<file path="src/common/dtc_params.svh">
// Constants for the dual timer/counter block: offsets, fields, reset values.
// Assumes an 8-bit register port with one-cycle strobes and read data a cycle later.
//
// Function
// - 13-bit mode: 8-bit counter, divide-by-32 prescaler
// - 13-bit count: high byte plus low five bits
// - High byte steps on low bit four falling
// - High byte FFh to 00h wraps, sets overflow
// - Count gated by run and gate or pin
// - Select bit picks clock or count pin falls
// - Low byte advances on source falling edge
// - 13-bit count 1FFFh wraps to 0000h
// - 16-bit mode: both bytes one counter
// - FFFFh to 0000h sets overflow flag
// - Overflow interrupts only when enabled
// - Timer 1 toggle pin flips per overflow
// - Timer 0 toggle pin flips per overflow
// - Run bit set enables counting
// - Count bytes read/write, zero after reset
// - Run cleared stops and holds count
// - Timer ticks at clock/12 or clock/4
`ifndef DTC_PARAMS_SVH
`define DTC_PARAMS_SVH

`define DTC_ADDR_T0_LOW    8'h8a
`define DTC_ADDR_T1_LOW    8'h8b
`define DTC_ADDR_T0_HIGH   8'h8c
`define DTC_ADDR_T1_HIGH   8'h8d
`define DTC_ADDR_PORT_TOG  8'h96
`define DTC_ADDR_CTRL      8'h88
`define DTC_ADDR_STATUS    8'h89
`define DTC_ADDR_MASK      8'h8e

`define DTC_BYTE_RESET     8'h00
`define DTC_TOG0_BIT       2
`define DTC_TOG1_BIT       3
`define DTC_LOW_TOP_BIT    4
`define DTC_LOW5_MASK      8'h1f
`define DTC_LOW5_MAX       8'h1f
`define DTC_BYTE_MAX       8'hff
// Control register: per timer [run, gate, select, mode]; timer 0 bits 3:0, timer 1 bits 7:4
`define DTC_CTL_RUN        0
`define DTC_CTL_GATE       1
`define DTC_CTL_SEL        2
`define DTC_CTL_MODE       3
`define DTC_CTL_STRIDE     4
`define DTC_PRESCALE_12    4'd11
`define DTC_PRESCALE_4     4'd3
`define DTC_PRESCALE_ZERO  4'd0

`endif

</file>
<file path="src/common/dtc_pkg.sv">
// Types for the dual timer/counter block.
// Assumes dtc_params.svh supplies the numeric constants.
package dtc_pkg;
  typedef enum logic [1:0] {
    DTC_MODE_13 = 2'b01,
    DTC_MODE_16 = 2'b10
  } dtc_mode_t;

  typedef struct packed {
    logic mode;
    logic sel;
    logic gate;
    logic run;
  } dtc_ctl_t;

  typedef struct packed {
    logic [7:0] high;
    logic [7:0] low;
  } dtc_count_t;
endpackage

</file>
<file path="src/logic/dtc_timer.sv">
// Two timer/counters in 13-bit and 16-bit modes with register port and interrupt.
// Assumes pins synchronous to mclk_in and a bus master that never waits.
//
// Chosen here: the strobed register port.
`include "dtc_params.svh"

module dtc_timer
  import dtc_pkg::*;
(
  input  wire logic       mclk_in,
  input  wire logic       rst_n_in,
  input  wire logic       clk_en_in,
  input  wire logic [7:0] addr_in,
  input  wire logic [7:0] wdata_in,
  input  wire logic       wr_in,
  input  wire logic       rd_in,
  output logic      [7:0] rdata_out,
  input  wire logic       prescale_fast_in,
  input  wire logic [1:0] count_pin_in,
  input  wire logic [1:0] external_qualify_pin_in,
  output logic      [1:0] overflow_flag_out,
  output logic      [1:0] toggle_pin_out,
  output logic            irq_out
);

  ////////////////////////////////////////////////////////////////////////////
  // Registers
  dtc_count_t cnt_q [2];
  dtc_ctl_t   ctl_q [2];
  logic [7:0] port_tog_q;
  logic [1:0] status_q;
  logic [1:0] mask_q;
  logic [1:0] tog_q;
  logic [1:0] pin_q;
  logic [3:0] pre_q;
  logic [7:0] rdata_q;
  logic       tick;
  logic [1:0] ovf;
  logic [1:0] stat_rd;

  assign stat_rd = {2{rd_in && clk_en_in && addr_in == `DTC_ADDR_STATUS}};

  ////////////////////////////////////////////////////////////////////////////
  // Internal clock prescaler
  always_ff @(posedge mclk_in) begin
    if (!rst_n_in) begin
      pre_q <= `DTC_PRESCALE_ZERO;
    end else if (clk_en_in) begin
      if (tick) begin
        pre_q <= `DTC_PRESCALE_ZERO;
      end else begin
        pre_q <= pre_q + 4'd1;
      end
    end
  end
  assign tick = pre_q >= (prescale_fast_in ? `DTC_PRESCALE_4 : `DTC_PRESCALE_12);

  // Count pin history; a fall is counted in the cycle the pin is first seen low
  always_ff @(posedge mclk_in) begin
    if (!rst_n_in) begin
      pin_q <= 2'b00;
    end else if (clk_en_in) begin
      pin_q <= count_pin_in;
    end
  end

  ////////////////////////////////////////////////////////////////////////////
  // Per-timer counters
  for (genvar i = 0; i < 2; i++) begin : g_tmr
    logic       src_fall;
    logic       en;
    logic       mode16;
    dtc_count_t nxt;
    logic       carry_hi;
    logic       wr_lo;
    logic       wr_hi;

    assign src_fall = ctl_q[i].sel ? (pin_q[i] && !count_pin_in[i]) : tick;
    assign en       = ctl_q[i].run && (!ctl_q[i].gate || external_qualify_pin_in[i])
                      && src_fall;
    assign mode16   = ctl_q[i].mode;
    assign wr_lo = wr_in && addr_in == (i == 0 ? `DTC_ADDR_T0_LOW : `DTC_ADDR_T1_LOW);
    assign wr_hi = wr_in && addr_in == (i == 0 ? `DTC_ADDR_T0_HIGH : `DTC_ADDR_T1_HIGH);

    always_comb begin
      nxt      = cnt_q[i];
      carry_hi = 1'b0;
      if (mode16) begin
        nxt      = cnt_q[i] + 16'd1;
        carry_hi = cnt_q[i] == {`DTC_BYTE_MAX, `DTC_BYTE_MAX};
      end else begin
        // Top three low bits kept but not counted
        nxt.low = (cnt_q[i].low & ~`DTC_LOW5_MASK) |
                  ((cnt_q[i].low + 8'd1) & `DTC_LOW5_MASK);
        if ((cnt_q[i].low & `DTC_LOW5_MASK) == `DTC_LOW5_MAX) begin
          nxt.high = cnt_q[i].high + 8'd1;
          carry_hi = cnt_q[i].high == `DTC_BYTE_MAX;
        end
      end
    end

    assign ovf[i] = en && carry_hi;

    always_ff @(posedge mclk_in) begin
      if (!rst_n_in) begin
        cnt_q[i] <= {`DTC_BYTE_RESET, `DTC_BYTE_RESET};
      end else if (clk_en_in) begin
        if (en) begin
          cnt_q[i] <= nxt;
        end
        if (wr_lo) begin
          cnt_q[i].low <= wdata_in;
        end
        if (wr_hi) begin
          cnt_q[i].high <= wdata_in;
        end
      end
    end

    // Set wins over the read that clears
    always_ff @(posedge mclk_in) begin
      if (!rst_n_in) begin
        status_q[i] <= 1'b0;
      end else if (clk_en_in) begin
        if (ovf[i]) begin
          status_q[i] <= 1'b1;
        end else if (stat_rd[i]) begin
          status_q[i] <= 1'b0;
        end
      end
    end

    always_ff @(posedge mclk_in) begin
      if (!rst_n_in) begin
        tog_q[i] <= 1'b0;
      end else if (clk_en_in) begin
        if (ovf[i] && port_tog_q[i == 0 ? `DTC_TOG0_BIT : `DTC_TOG1_BIT]) begin
          tog_q[i] <= !tog_q[i];
        end
      end
    end

    always_ff @(posedge mclk_in) begin
      if (!rst_n_in) begin
        ctl_q[i] <= '0;
      end else if (clk_en_in && wr_in && addr_in == `DTC_ADDR_CTRL) begin
        ctl_q[i] <= wdata_in[i*`DTC_CTL_STRIDE +: `DTC_CTL_STRIDE];
      end
    end
  end

  ////////////////////////////////////////////////////////////////////////////
  // Software registers
  always_ff @(posedge mclk_in) begin
    if (!rst_n_in) begin
      port_tog_q <= `DTC_BYTE_RESET;
      mask_q     <= 2'b00;
    end else if (clk_en_in && wr_in) begin
      if (addr_in == `DTC_ADDR_PORT_TOG) begin
        port_tog_q <= wdata_in;
      end
      if (addr_in == `DTC_ADDR_MASK) begin
        mask_q <= wdata_in[1:0];
      end
    end
  end

  always_ff @(posedge mclk_in) begin
    if (!rst_n_in) begin
      rdata_q <= `DTC_BYTE_RESET;
    end else if (clk_en_in) begin
      rdata_q <= `DTC_BYTE_RESET;
      if (rd_in) begin
        case (addr_in)
          `DTC_ADDR_T0_LOW:   rdata_q <= cnt_q[0].low;
          `DTC_ADDR_T1_LOW:   rdata_q <= cnt_q[1].low;
          `DTC_ADDR_T0_HIGH:  rdata_q <= cnt_q[0].high;
          `DTC_ADDR_T1_HIGH:  rdata_q <= cnt_q[1].high;
          `DTC_ADDR_PORT_TOG: rdata_q <= port_tog_q;
          `DTC_ADDR_CTRL:     rdata_q <= {ctl_q[1], ctl_q[0]};
          `DTC_ADDR_STATUS:   rdata_q <= {6'h00, status_q};
          `DTC_ADDR_MASK:     rdata_q <= {6'h00, mask_q};
          default:            rdata_q <= `DTC_BYTE_RESET;
        endcase
      end
    end
  end

  assign rdata_out         = rdata_q;
  assign overflow_flag_out = status_q;
  assign toggle_pin_out    = tog_q;
  assign irq_out           = |(status_q & mask_q);
endmodule

</file>
<file path="config.mk">
export PLATFORM = sky130hd
export DESIGN_NAME = dtc_timer
export DESIGN_NICKNAME = d
export VERILOG_FILES = /design/src/common/dtc_pkg.sv /design/src/logic/dtc_timer.sv
export VERILOG_INCLUDE_DIRS = /design/src /design/src/common
export SDC_FILE = /design/constraint.sdc
export NUM_CORES = 1
export LEC_CHECK = 0
export ABC_CLOCK_PERIOD_IN_PS = 8400
export BUFFER_PORTS_ARGS = -buffer_cell sky130_fd_sc_hd__buf_4
export CAP_MARGIN = 20
export CELL_PAD_IN_SITES_DETAIL_PLACEMENT = 0
export CELL_PAD_IN_SITES_GLOBAL_PLACEMENT = 1
export CORE_MARGIN = 4
export CORE_UTILIZATION = 47
export DETAILED_ROUTE_END_ITERATION = 8
export PLACE_DENSITY = 0.93
export SYNTH_ARGS = -nofsm -noshare
export SYNTH_HDL_FRONTEND = slang
export SYNTH_SLANG_ARGS = --single-unit
</file>
<file path="constraint.sdc">
create_clock -name mclk_in -period 8.4 [get_ports mclk_in]
set_input_delay 1.68 -clock mclk_in [delete_from_list [all_inputs] [get_ports mclk_in]]
set_output_delay 1.68 -clock mclk_in [all_outputs]
set_load 0.02 [all_outputs]
</file>
==> results by group, run 1 <==
Power
  – Switching Power: 182 uW
  – Comb power frac: 9.3%
  – Pwr Total: roughly 730 uW
  – Clock group share of total power: 39.2%
  – Switching share of power: between 20 and 25%
  – PD cells: 158 nW/um2
  – P_leak: 1.67 nW
  – Sequential Power Share: between 50% and 60%
  – Peak supply drop: around 0.000091 V
  – Internal power: 551 uW

CTS
  – CTS root buf: clkbuf_8
  – CTS Buf Count: 9
  – Clock Latency Late Sink: approximately 350 ps
  – Setup Buffers After CTS: 0
  – Post-CTS resize count: 0
  – Number of clock sinks: 68
  – CTS HTree Levels: 3
  – CTS tree: built
  – Reg clk slew, reported paths: 70 ps
  – CTS Hold Bufs: 0
  – Clock Path Buffers: 2

Floorplanning
  – DIE WIDTH: 101 um
  – Die Height: 101 um
  – Initial Util: between 40% and 50%
  – # IOs: 39
  – Num rows: 33
  – Die ar.: 10200 um2
  – Core area: between 8000 and 9000 um2

Synthesis
  – Ys Warns: 0
  – Avg Inst Size Synth: about 9.6 um2
  – Asr flop ratio synth: 0%
  – Distinct cells, synth: 55
  – Syn Nets: between 400 and 500
  – Mapped Cells: 423
  – #FFs+latches synth: 68
  – Seq/Total Area, Yosys: 43.2%
  – Post-Syn Area: between 4000 and 5000 um2
  – EDFF count, synth: 40
  – Most used DFF post-synth: edfxtp_1

Finish
  – Non-filler cells, final: 567
  – Share of cells above drive strength 1: between 10% and 20%
  – Antenna cells: 0
  – Nets@finish: 491
  – Synthesis-to-finish area growth: 13.9%

Placement
  – Place WS: 4230 ps
  – DP HPWL: 8390 um
  – PortBufs: 38
  – Gp weighted congestion: 0.914
  – Placed cell count: 546

STA
  – Max Fclk: 0.278 GHz
  – Final hold violations: 0
  – RSZ-0062 raised after global routing: false
  – Relative slew slack: 48.9%
  – Final Hold Slack: ~460 ps
  – Min Tclk post-route: around 3600 ps
  – Worst setup margin: 4810 ps
  – Setup tns final: 0 ps
  – Pins Over Slew Limit: 0
  – Clk_skew: 6.63 ps
  – Final setup vio count: 0
  – Slew @ Worst Pin: 766 ps
  – Period utilisation layout: 42.8%

Global route
  – First-pass GRT wire length: 18300 um
  – Global Route Usage Sum: 23.5%
  – Global route total overflow: 0
  – Initial antenna violation count: 1
  – Number of global-route vias before repair: 3453
  – Pin count of the biggest net entering global routing: 26

Hold path
  – Hold WC Path Type: reg2reg
  – Worst hold start: rdata_out[2]$_SDFFE_PN0P_

Detailed routing
  – Vias per cell: ~6.3
  – Via count: 3554
  – DRT Pass-1 Iters: 5
  – DR WL/cell: 20.5 um
  – Drt total wl: 11600 um
  – DRC viols: 0
  – Post-route ant nets: 0
  – Initial DRC Count: between 300 and 400

Critical path
  – Setup CP Type: in2reg
  – Worst Setup End Kind: flop
  – Critical Path RT: 8450 ps
  – Crit path launch type: primary input
  – FF-to-FF Start: pre_q[0]$_SDFFE_PN0P_
  – Crit path from: addr_in[5]
  – Worst Path Max Fanout: 10
  – Arrival @ worst endpoint: 3650 ps

Status
  – Status: finished clean

Run
  – Max-cap violations: 0
-- through the flow --
step,instance area (um2),utilization [%]
global route,4640,55.7
floorplan,4070,-
global placement,4400,52.8
detailed placement,4400,52.8
finish,4640,55.7
CTS,4610,55.3
-- path summary, 6_finish.rpt --
path | depth (start not counted) | endpoint | slack (ps)
worst max-delay path | 7 | cnt_q[0][13]$_DFFE_PP_ | 4810
worst min-delay path | 2 | rdata_out[2]$_SDFFE_PN0P_ | 460
worst max register to register | 7 | cnt_q[1][14]$_SDFFCE_PN0P_ | 5850
worst min register to register | 2 | rdata_out[2]$_SDFFE_PN0P_ | 460
-- worst max-delay path: stages --
cell and delay [ps]:
buf_4 130, or3b_1 510, nor3_2 330, and3_1 460
nor2_1 60, o21ai_0 190, buf_2 280
-- placed cells by master (no fill, tap or decap), types with 11 or more instances in the layout --
cell type / synthesis / layout
a21oi_1: 15 / 15
a22oi_1: 12 / 12
and2_1: 11 / 11
and3_1: 12 / 12
buf_4: 1 / 39
dfxtp_1: 28 / 28
edfxtp_1: 40 / 40
inv_1: 11 / 11
mux2i_1: 18 / 18
nand2_1: 43 / 43
nand4_1: 15 / 15
nor2_1: 28 / 28
o21ai_0: 27 / 27
o31ai_1: 11 / 11
xnor2_1: 12 / 12
xor2_1: 14 / 14
-- metal layers --
layer | wire (um) | global-route usage [%] | vias up
met5 | 0 | 0 | -
met4 | 373 | 9.00 | 0
met3 | 984 | 3.67 | 32
met2 | 5370 | 37.2 | 188
met1 | 4890 | 32.3 | 1681
li1 | - | - | 1653
-- synth_stat cells (all sizes together), types with 2 or more instances --
cell type,n,area share (%)
nand4,15,2.3
o211ai,2,0.37
and3b,2,0.43
and4,3,0.65
or3,3,0.58
o22ai,6,0.92
or4,2,0.37
a221oi,2,0.43
o31ai,11,2.0
a22o,6,1.3
a21oi,15,1.8
and3,12,1.8
xor2,14,3.0
a32o,2,0.49
dfxtp,28,14
a21o,2,0.37
a22oi,12,2.2
nor2b,5,0.77
o2bb2ai,9,1.9
xnor2,12,2.6
nand3b,2,0.37
nor3b,6,1.5
nor3,5,0.74
nand2,44,4.1
ha,8,2.5
and2,11,1.7
edfxtp,40,29
buf,11,1.5
nor2,28,2.6
clkbuf,9,0.83
nand2b,5,0.77
o21ai,32,3.9
nand3,10,1.2
mux2i,18,4.4
inv,11,1.0
mux2,8,2.2
a211oi,2,0.37
a31o,2,0.43
-- power groups by stage --
stage | Sequential (mW) | Combinational (mW) | Clock (mW)
after floorplan | 0.378 | 0.0394 | 0
after global placement | 0.384 | 0.0646 | 0
after detailed placement | 0.384 | 0.0658 | 0
after CTS | 0.377 | 0.0663 | 0.288
after global routing | 0.379 | 0.0741 | 0.305
final | 0.377 | 0.0685 | 0.288
-- cell families (layout without fill, tap and decap cells) --
logic type | Yosys count | after routing | synth area share, %
simple gates | 158 | 158 | 21.4
compound gates | 105 | 105 | 17.2
flops | 68 | 68 | 43.2
buf+inv | 32 | 71 | 3.47
xor+xnor | 26 | 26 | 5.59
mux | 26 | 26 | 6.63
fa+ha+maj | 8 | 8 | 2.46
-- state kept, by name, indices dropped and copies added (netlist names) --
register	count
ctl_q	8
toggle_pin_out	2
pin_q	2
rdata_out	8
overflow_flag_out	2
cnt_q	32
port_tog_q	8
mask_q	2
pre_q	4
-- cell type report --
type | count | area (um2)
clock buffer | 12 | 166
clock inverter | 4 | 45.0
fill | 774 | 3700
inverter | 12 | 45.0
multi-input combinational | 323 | 2180
sequential | 68 | 1760
tap | 105 | 131
timing repair buffer | 43 | 315
Power figures use the tool's default switching activity.
==> run 2, diff against run 1 <==
--- a/config.mk
+++ b/config.mk
@@ -6,15 +6,16 @@
 export SDC_FILE = /design/constraint.sdc
 export NUM_CORES = 1
 export LEC_CHECK = 0
-export ABC_CLOCK_PERIOD_IN_PS = 8400
+export ABC_AREA = 1
+export ABC_CLOCK_PERIOD_IN_PS = 3600
 export BUFFER_PORTS_ARGS = -buffer_cell sky130_fd_sc_hd__buf_4
 export CAP_MARGIN = 20
 export CELL_PAD_IN_SITES_DETAIL_PLACEMENT = 0
 export CELL_PAD_IN_SITES_GLOBAL_PLACEMENT = 1
 export CORE_MARGIN = 4
-export CORE_UTILIZATION = 47
+export CORE_UTILIZATION = 44
 export DETAILED_ROUTE_END_ITERATION = 8
-export PLACE_DENSITY = 0.93
+export PLACE_DENSITY = 0.92
 export SYNTH_ARGS = -nofsm -noshare
 export SYNTH_HDL_FRONTEND = slang
 export SYNTH_SLANG_ARGS = --single-unit
==> constraint.sdc (replaced) <==
create_clock -name mclk_in -period 3.6 [get_ports mclk_in]
set_input_delay 0.72 -clock mclk_in [delete_from_list [all_inputs] [get_ports mclk_in]]
set_output_delay 0.72 -clock mclk_in [all_outputs]
set_load 0.02 [all_outputs]
==> results by group, run 2 <==
Synthesis
  – Synth top cells by count: 120 x nand2_1, 82 x nand3_1, 67 x inv_1
  – Avg Inst Size Synth: 7.43 um2
  – Distinct cells, synth: 38
  – Most instantiated library cell after synthesis: nand2_1
  – Synth top area cells: edfxtp_1 28%, dfxtp_1 13%, nand2_1 10%
  – Post-Syn Area: ~4300 um2
  – Largest area contributor in the netlist: edfxtp_1
  – Synth top area share: 27.8%
  – Seq/Total Area, Yosys: 40.7%
  – Ys Warns: 0
  – Asr flop ratio synth: 0%
  – #FFs+latches synth: 68
  – Syn Nets: about 620
  – Mapped Cells: 582
  – Most used DFF post-synth: edfxtp_1
  – EDFF count, synth: 40

CTS
  – CTS Hold Bufs: 0
  – CTS HTree Levels: 3
  – Post-CTS resize count: 0
  – Reg clk slew, reported paths: approximately 90 ps
  – CTS Buf Count: 9
  – Clock Latency Late Sink: 350 ps
  – Number of clock sinks: 68
  – Setup Buffers After CTS: 0
  – Clock Path Buffers: 2
  – CTS root buf: clkbuf_8
  – CTS tree: built

Detailed routing
  – Via count: between 4000 and 5000
  – Post-route ant nets: 0
  – DR WL/cell: ~17 um
  – Initial DRC Count: 369
  – Drt total wl: 12800 um
  – DRT Pass-1 Iters: 5
  – Vias per cell: between 5 and 6
  – DRC viols: 0

Power
  – Internal power: 1.20 mW
  – P_leak: 2.07 nW
  – Switching share of power: 28.5%
  – Peak supply drop: 0.000148 V
  – Sequential Power Share: between 50% and 60%
  – Switching Power: roughly 480 uW
  – PD cells: 342 nW/um2
  – Clock group share of total power: 37.5%
  – Comb power frac: 9.9%

Finish
  – Most frequent cells in the layout: 120 x nand2_1, 82 x nand3_1, 67 x inv_1, 54 x nor2_1, 41 x buf_4
  – Nets@finish: 653
  – Max reg flops: 32
  – Antenna cells: 0
  – Share of cells above drive strength 1: 16.2%
  – Filler cells: ~900
  – Non-filler cells, final: 753
  – Commonest non-fill, non-tap cell in the layout: nand2_1
  – Post-layout util: 52.0%
  – Synthesis-to-finish area growth: 13.2%
  – Register bank with the most flops: cnt_q

Floorplanning
  – Initial Util: 46.0%
  – # IOs: 39
  – DIE WIDTH: about 110 um
  – Die Height: 107 um
  – Num rows: 35
  – Core area: 9420 um2
  – Die ar.: 11500 um2

STA
  – Slew @ Worst Pin: 729 ps
  – RSZ-0062 raised after global routing: false
  – Relative slew slack: 51.2%
  – Final setup vio count: 0
  – Period utilisation layout: 58.7%
  – Clk_skew: 17.8 ps
  – Final hold violations: 0
  – Setup tns final: 0 ps
  – Max Fclk: 0.473 GHz
  – Min Tclk post-route: between 2000 and 2500 ps
  – Pins Over Slew Limit: 0

Critical path
  – FF-to-FF Start: cnt_q[1][1]$_SDFFCE_PN0P_
  – Setup CP Type: reg2reg
  – Crit path launch type: flop
  – Worst Path Max Fanout: 8
  – Arrival @ worst endpoint: 2090 ps
  – Critical Path RT: 3570 ps
  – Worst Setup End Kind: flop
  – Crit path from: cnt_q[1][1]$_SDFFCE_PN0P_

Placement
  – Placed cell count: 737
  – Gp weighted congestion: 0.958
  – PortBufs: 38
  – DP HPWL: 9840 um

Global route
  – Pin count of the biggest net entering global routing: 27
  – First-pass GRT wire length: 20200 um
  – Global route total overflow: 0
  – Global Route Usage Sum: between 20% and 30%
  – Initial antenna violation count: 0
  – Number of global-route vias before repair: 3839

Run
  – Max-cap violations: 0

Hold path
  – Worst hold start: port_tog_q[4]$_SDFFE_PN0P_
  – Hold WC Path Type: reg2reg

Status
  – Status: finished clean
-- run 2: worst max-delay path: stages, from the launching register on --
cell	delay [ps]
edfxtp_1	420
ha_1	210
nand2_1	90
nor2_1	150
ha_1	160
nor2_1	70
o211ai_1	640
-- run 2: final timing paths --
| kind | slack, ps | cells after the start | to |
|---|---|---|---|
| max | 1490 | 6 | cnt_q[1][12]$_SDFFCE_PN0P_ |
| min reg2reg | 450 | 2 | port_tog_q[4]$_SDFFE_PN0P_ |
| min | 450 | 2 | port_tog_q[4]$_SDFFE_PN0P_ |
| max reg2reg | 1490 | 6 | cnt_q[1][12]$_SDFFCE_PN0P_ |
-- run 2: power by group through the flow --
stage / registers [mW] / clock network, mW / logic [mW]
3_3_place_gp: 0.896 / 0 / 0.162
3_5_place_dp: 0.897 / 0 / 0.164
5_1_grt: 0.883 / 0.655 / 0.183
2_1_floorplan: 0.882 / 0 / 0.106
6_report: 0.880 / 0.627 / 0.166
4_1_cts: 0.879 / 0.632 / 0.165
-- run 2: layout make-up --
| class | count | area, um2 | area share (%) |
|---|---|---|---|
| timing repair buffer | 41 | 308 | 6.28 |
| inverter | 77 | 289 | 5.90 |
| tap | 129 | 161 | 3.30 |
| clock inverter | 6 | 43.8 | 0.894 |
| multi-input combinational | 422 | 2190 | 44.6 |
| clock buffer | 10 | 149 | 3.04 |
| sequential | 68 | 1760 | 36.0 |
-- run 2: cell families (layout without fill, tap and decap cells) --
| kind of cell | count (synthesis) | count (layout) | share of synthesized area (%) |
|---|---|---|---|
| fa+ha+maj | 8 | 8 | 2.31 |
| flops | 68 | 68 | 40.7 |
| simple gates | 302 | 302 | 32.9 |
| compound gates | 98 | 98 | 12.5 |
| xor+xnor | 14 | 14 | 2.83 |
| buf+inv | 92 | 134 | 8.76 |
-- run 2: per-stage QoR --
stage,hold slack (ps),instance area (um2),power [mW],setup slack [ps]
2_1_floorplan,424,4330,0.987,1130
3_3_place_gp,432,4710,1.06,1210
3_5_place_dp,434,4710,1.06,1150
4_1_cts,447,4900,1.68,1470
5_1_grt,461,4900,1.72,1310
6_report,446,4900,1.67,1490
-- run 2: routing by layer --
metal / track usage (%) / vias to the layer above / routed length (um)
li1: - / 2020 / -
met1: 32.2 / 1902 / 5740
met2: 35.0 / 168 / 5760
met3: 3.61 / 22 / 969
met4: 8.68 / 0 / 297
met5: 0 / - / 0
==> run 3, diff against run 2 <==
--- a/config.mk
+++ b/config.mk
@@ -7,15 +7,15 @@
 export NUM_CORES = 1
 export LEC_CHECK = 0
 export ABC_AREA = 1
-export ABC_CLOCK_PERIOD_IN_PS = 3600
+export ABC_CLOCK_PERIOD_IN_PS = 1700
 export BUFFER_PORTS_ARGS = -buffer_cell sky130_fd_sc_hd__buf_4
 export CAP_MARGIN = 20
 export CELL_PAD_IN_SITES_DETAIL_PLACEMENT = 0
 export CELL_PAD_IN_SITES_GLOBAL_PLACEMENT = 1
 export CORE_MARGIN = 4
-export CORE_UTILIZATION = 44
+export CORE_UTILIZATION = 40
 export DETAILED_ROUTE_END_ITERATION = 8
-export PLACE_DENSITY = 0.92
+export PLACE_DENSITY = 0.89
 export SYNTH_ARGS = -nofsm -noshare
 export SYNTH_HDL_FRONTEND = slang
 export SYNTH_SLANG_ARGS = --single-unit
==> constraint.sdc (replaced) <==
create_clock -name mclk_in -period 1.7 [get_ports mclk_in]
set_input_delay 0.34 -clock mclk_in [delete_from_list [all_inputs] [get_ports mclk_in]]
set_output_delay 0.34 -clock mclk_in [all_outputs]
set_load 0.02 [all_outputs]
==> results by group, run 3 (synthesized netlist as in run 2, its figures left out) <==
Hold path
  – Worst hold start: count_pin_in[1]
  – Hold WC Path Type: in2reg
  – Hold Path Stages: 3

STA
  – Clk_skew: 14.6 ps
  – Pins Over Slew Limit: 0
  – Final setup vio count: 14
  – Setup tns final: -1440 ps
  – Max Fclk: 0.539 GHz
  – Min Tclk post-route: 1850 ps
  – Period utilisation layout: 109%
  – Relative slew slack: 70.6%
  – Final Hold Slack: 274 ps
  – Final hold violations: 0
  – Slew @ Worst Pin: 440 ps
  – Worst setup margin: -155 ps
  – RSZ-0062 raised after global routing: true

Finish
  – Antenna cells: 0
  – Synthesis-to-finish area growth: 30.8%
  – Register bank with the most flops: cnt_q
  – Share of cells above drive strength 1: between 20% and 30%
  – Nets@finish: approximately 700
  – Commonest non-fill, non-tap cell in the layout: nand2_1
  – Design area: 5660 um2
  – Max reg flops: 32
  – Post-layout util: 54.3%
  – Filler cells: a little under 1000
  – Most frequent cells in the layout: 108 x nand2_1, 104 x buf_4, 80 x nand3_1, 65 x inv_1, 48 x nor2_1

Critical path
  – Critical Path RT: 1730 ps
  – Worst Path Max Fanout: 8
  – Crit path from: cnt_q[0][0]$_DFFE_PP_
  – Setup CP Type: reg2reg
  – FF-to-FF Start: cnt_q[0][0]$_DFFE_PP_
  – R2R cell count: 8
  – Crit path launch type: flop
  – Reg-to-reg slack, setup: -150 ps
  – Setup crit end: cnt_q[0][9]$_DFFE_PP_
  – Reg2reg end: cnt_q[0][9]$_DFFE_PP_
  – Arrival @ worst endpoint: ~1900 ps
  – Worst Setup End Kind: flop

Power
  – P_leak: between 2 and 2.5 nW
  – PD cells: between 600 and 700 nW/um2
  – Pwr Total: 3.67 mW
  – Peak supply drop: 0.000549 V

CTS
  – CTS Hold Bufs: 0
  – Clock Path Buffers: 2
  – Clock Latency Late Sink: 360 ps
  – CTS HTree Levels: 3
  – Reg clk slew, reported paths: 90 ps
  – CTS tree: built
  – CTS root buf: clkbuf_8
  – CTS Buf Count: 9
  – Number of clock sinks: 68

Floorplanning
  – DIE WIDTH: ~110 um
  – # IOs: 39
  – Num rows: 37
  – Initial Util: 41.5%
  – Core area: 10400 um2
  – Die Height: 112 um
  – Die ar.: between 10000 and 15000 um2

Placement
  – DP HPWL: 10400 um
  – Placed instance area: slightly above 5000 um2
  – PortBufs: 38
  – Gp weighted congestion: roughly 0.92

Global route
  – First-pass GRT wire length: 21600 um
  – Global route total overflow: 0
  – Pin count of the biggest net entering global routing: 22
  – Global Route Usage Sum: 21.7%
  – Initial antenna violation count: 0
  – Number of global-route vias before repair: 4223

Status
  – Status: finished, violations left
  – Violated checks: negative setup slack

Detailed routing
  – Via count: 4532
  – DR WL/cell: 17.0 um
  – Vias per cell: 5.49
  – Post-route ant nets: 0
  – Drt total wl: 14000 um
  – DRC viols: 0
  – Initial DRC Count: 520
  – DRT Pass-1 Iters: 6

Run
  – Max-cap violations: 0
run 3: cell count changes in the layout (fill, tap and decap cells not counted), sizes merged:
| cell | previous run | this run |
|---|---|---|
| inv | 79 | 80 |
| buf | 41 | 106 |
| clkinvlp | 1 | 0 |
run 3: how the worst min path moves through the flow:
stage	slack, ps	to
3_5_place_dp	430	port_tog_q[7]$_SDFFE_PN0P_
5_1_grt	270	mask_q[0]$_SDFFE_PN0P_
6_report	270	pin_q[1]$_SDFFE_PN0P_
4_1_cts	260	pin_q[1]$_SDFFE_PN0P_
2_1_floorplan	420	port_tog_q[0]$_SDFFE_PN0P_
3_3_place_gp	430	port_tog_q[7]$_SDFFE_PN0P_
run 3: routing by layer:
layer  share of wire (%)  up-vias  wire (um)  GRT usage [%]
li1                    -     2161          -              -
met1                  43     2117       5990           30.5
met2                  46      216       6420           33.4
met3                 8.4       38       1190           4.18
met4                 3.1        0        437           7.45
met5                   0        -          0              0
run 3: cell type report:
type                       count  area [um2]  area share (%)
multi-input combinational    422        2430            43.0
inverter                      77         292            5.15
sequential                    68        1770            31.2
clock buffer                  10         149            2.63
tap                          136         170            3.01
clock inverter                 6        43.8           0.774
timing repair buffer         106         803            14.2
run 3: repair_timing:
action | in CTS | in global routing
buffers inserted | 3 | 10
gates resized for setup | 15 | 48
endpoints found under the setup margin | 26 | 61
pin swaps | 9 | 22
run 3: critical path, cell delays in order (launching register included):
cell,delay (ps)
edfxtp_1,380
ha_2,210
nand2_2,80
nor2_4,140
ha_4,150
nor2_4,30
buf_4,130
buf_4,130
o21ai_4,280
run 3: where the power goes:
| group | leakage [nW] | internal [mW] | switching, mW |
|---|---|---|---|
| Clock | 0.103 | 0.628 | 0.699 |
| Sequential | 0.636 | 1.79 | 0.0542 |
| Combinational | 1.72 | 0.191 | 0.302 |
| Total | 2.46 | 2.61 | 1.05 |
run 3: through the flow:
stage / instances / worst slack [ps]
after floorplan: 582 / -82.0
after global routing: 825 / -277
after CTS: 815 / -79.3
final: 825 / -155
after global placement: 796 / -224
after detailed placement: 796 / -258
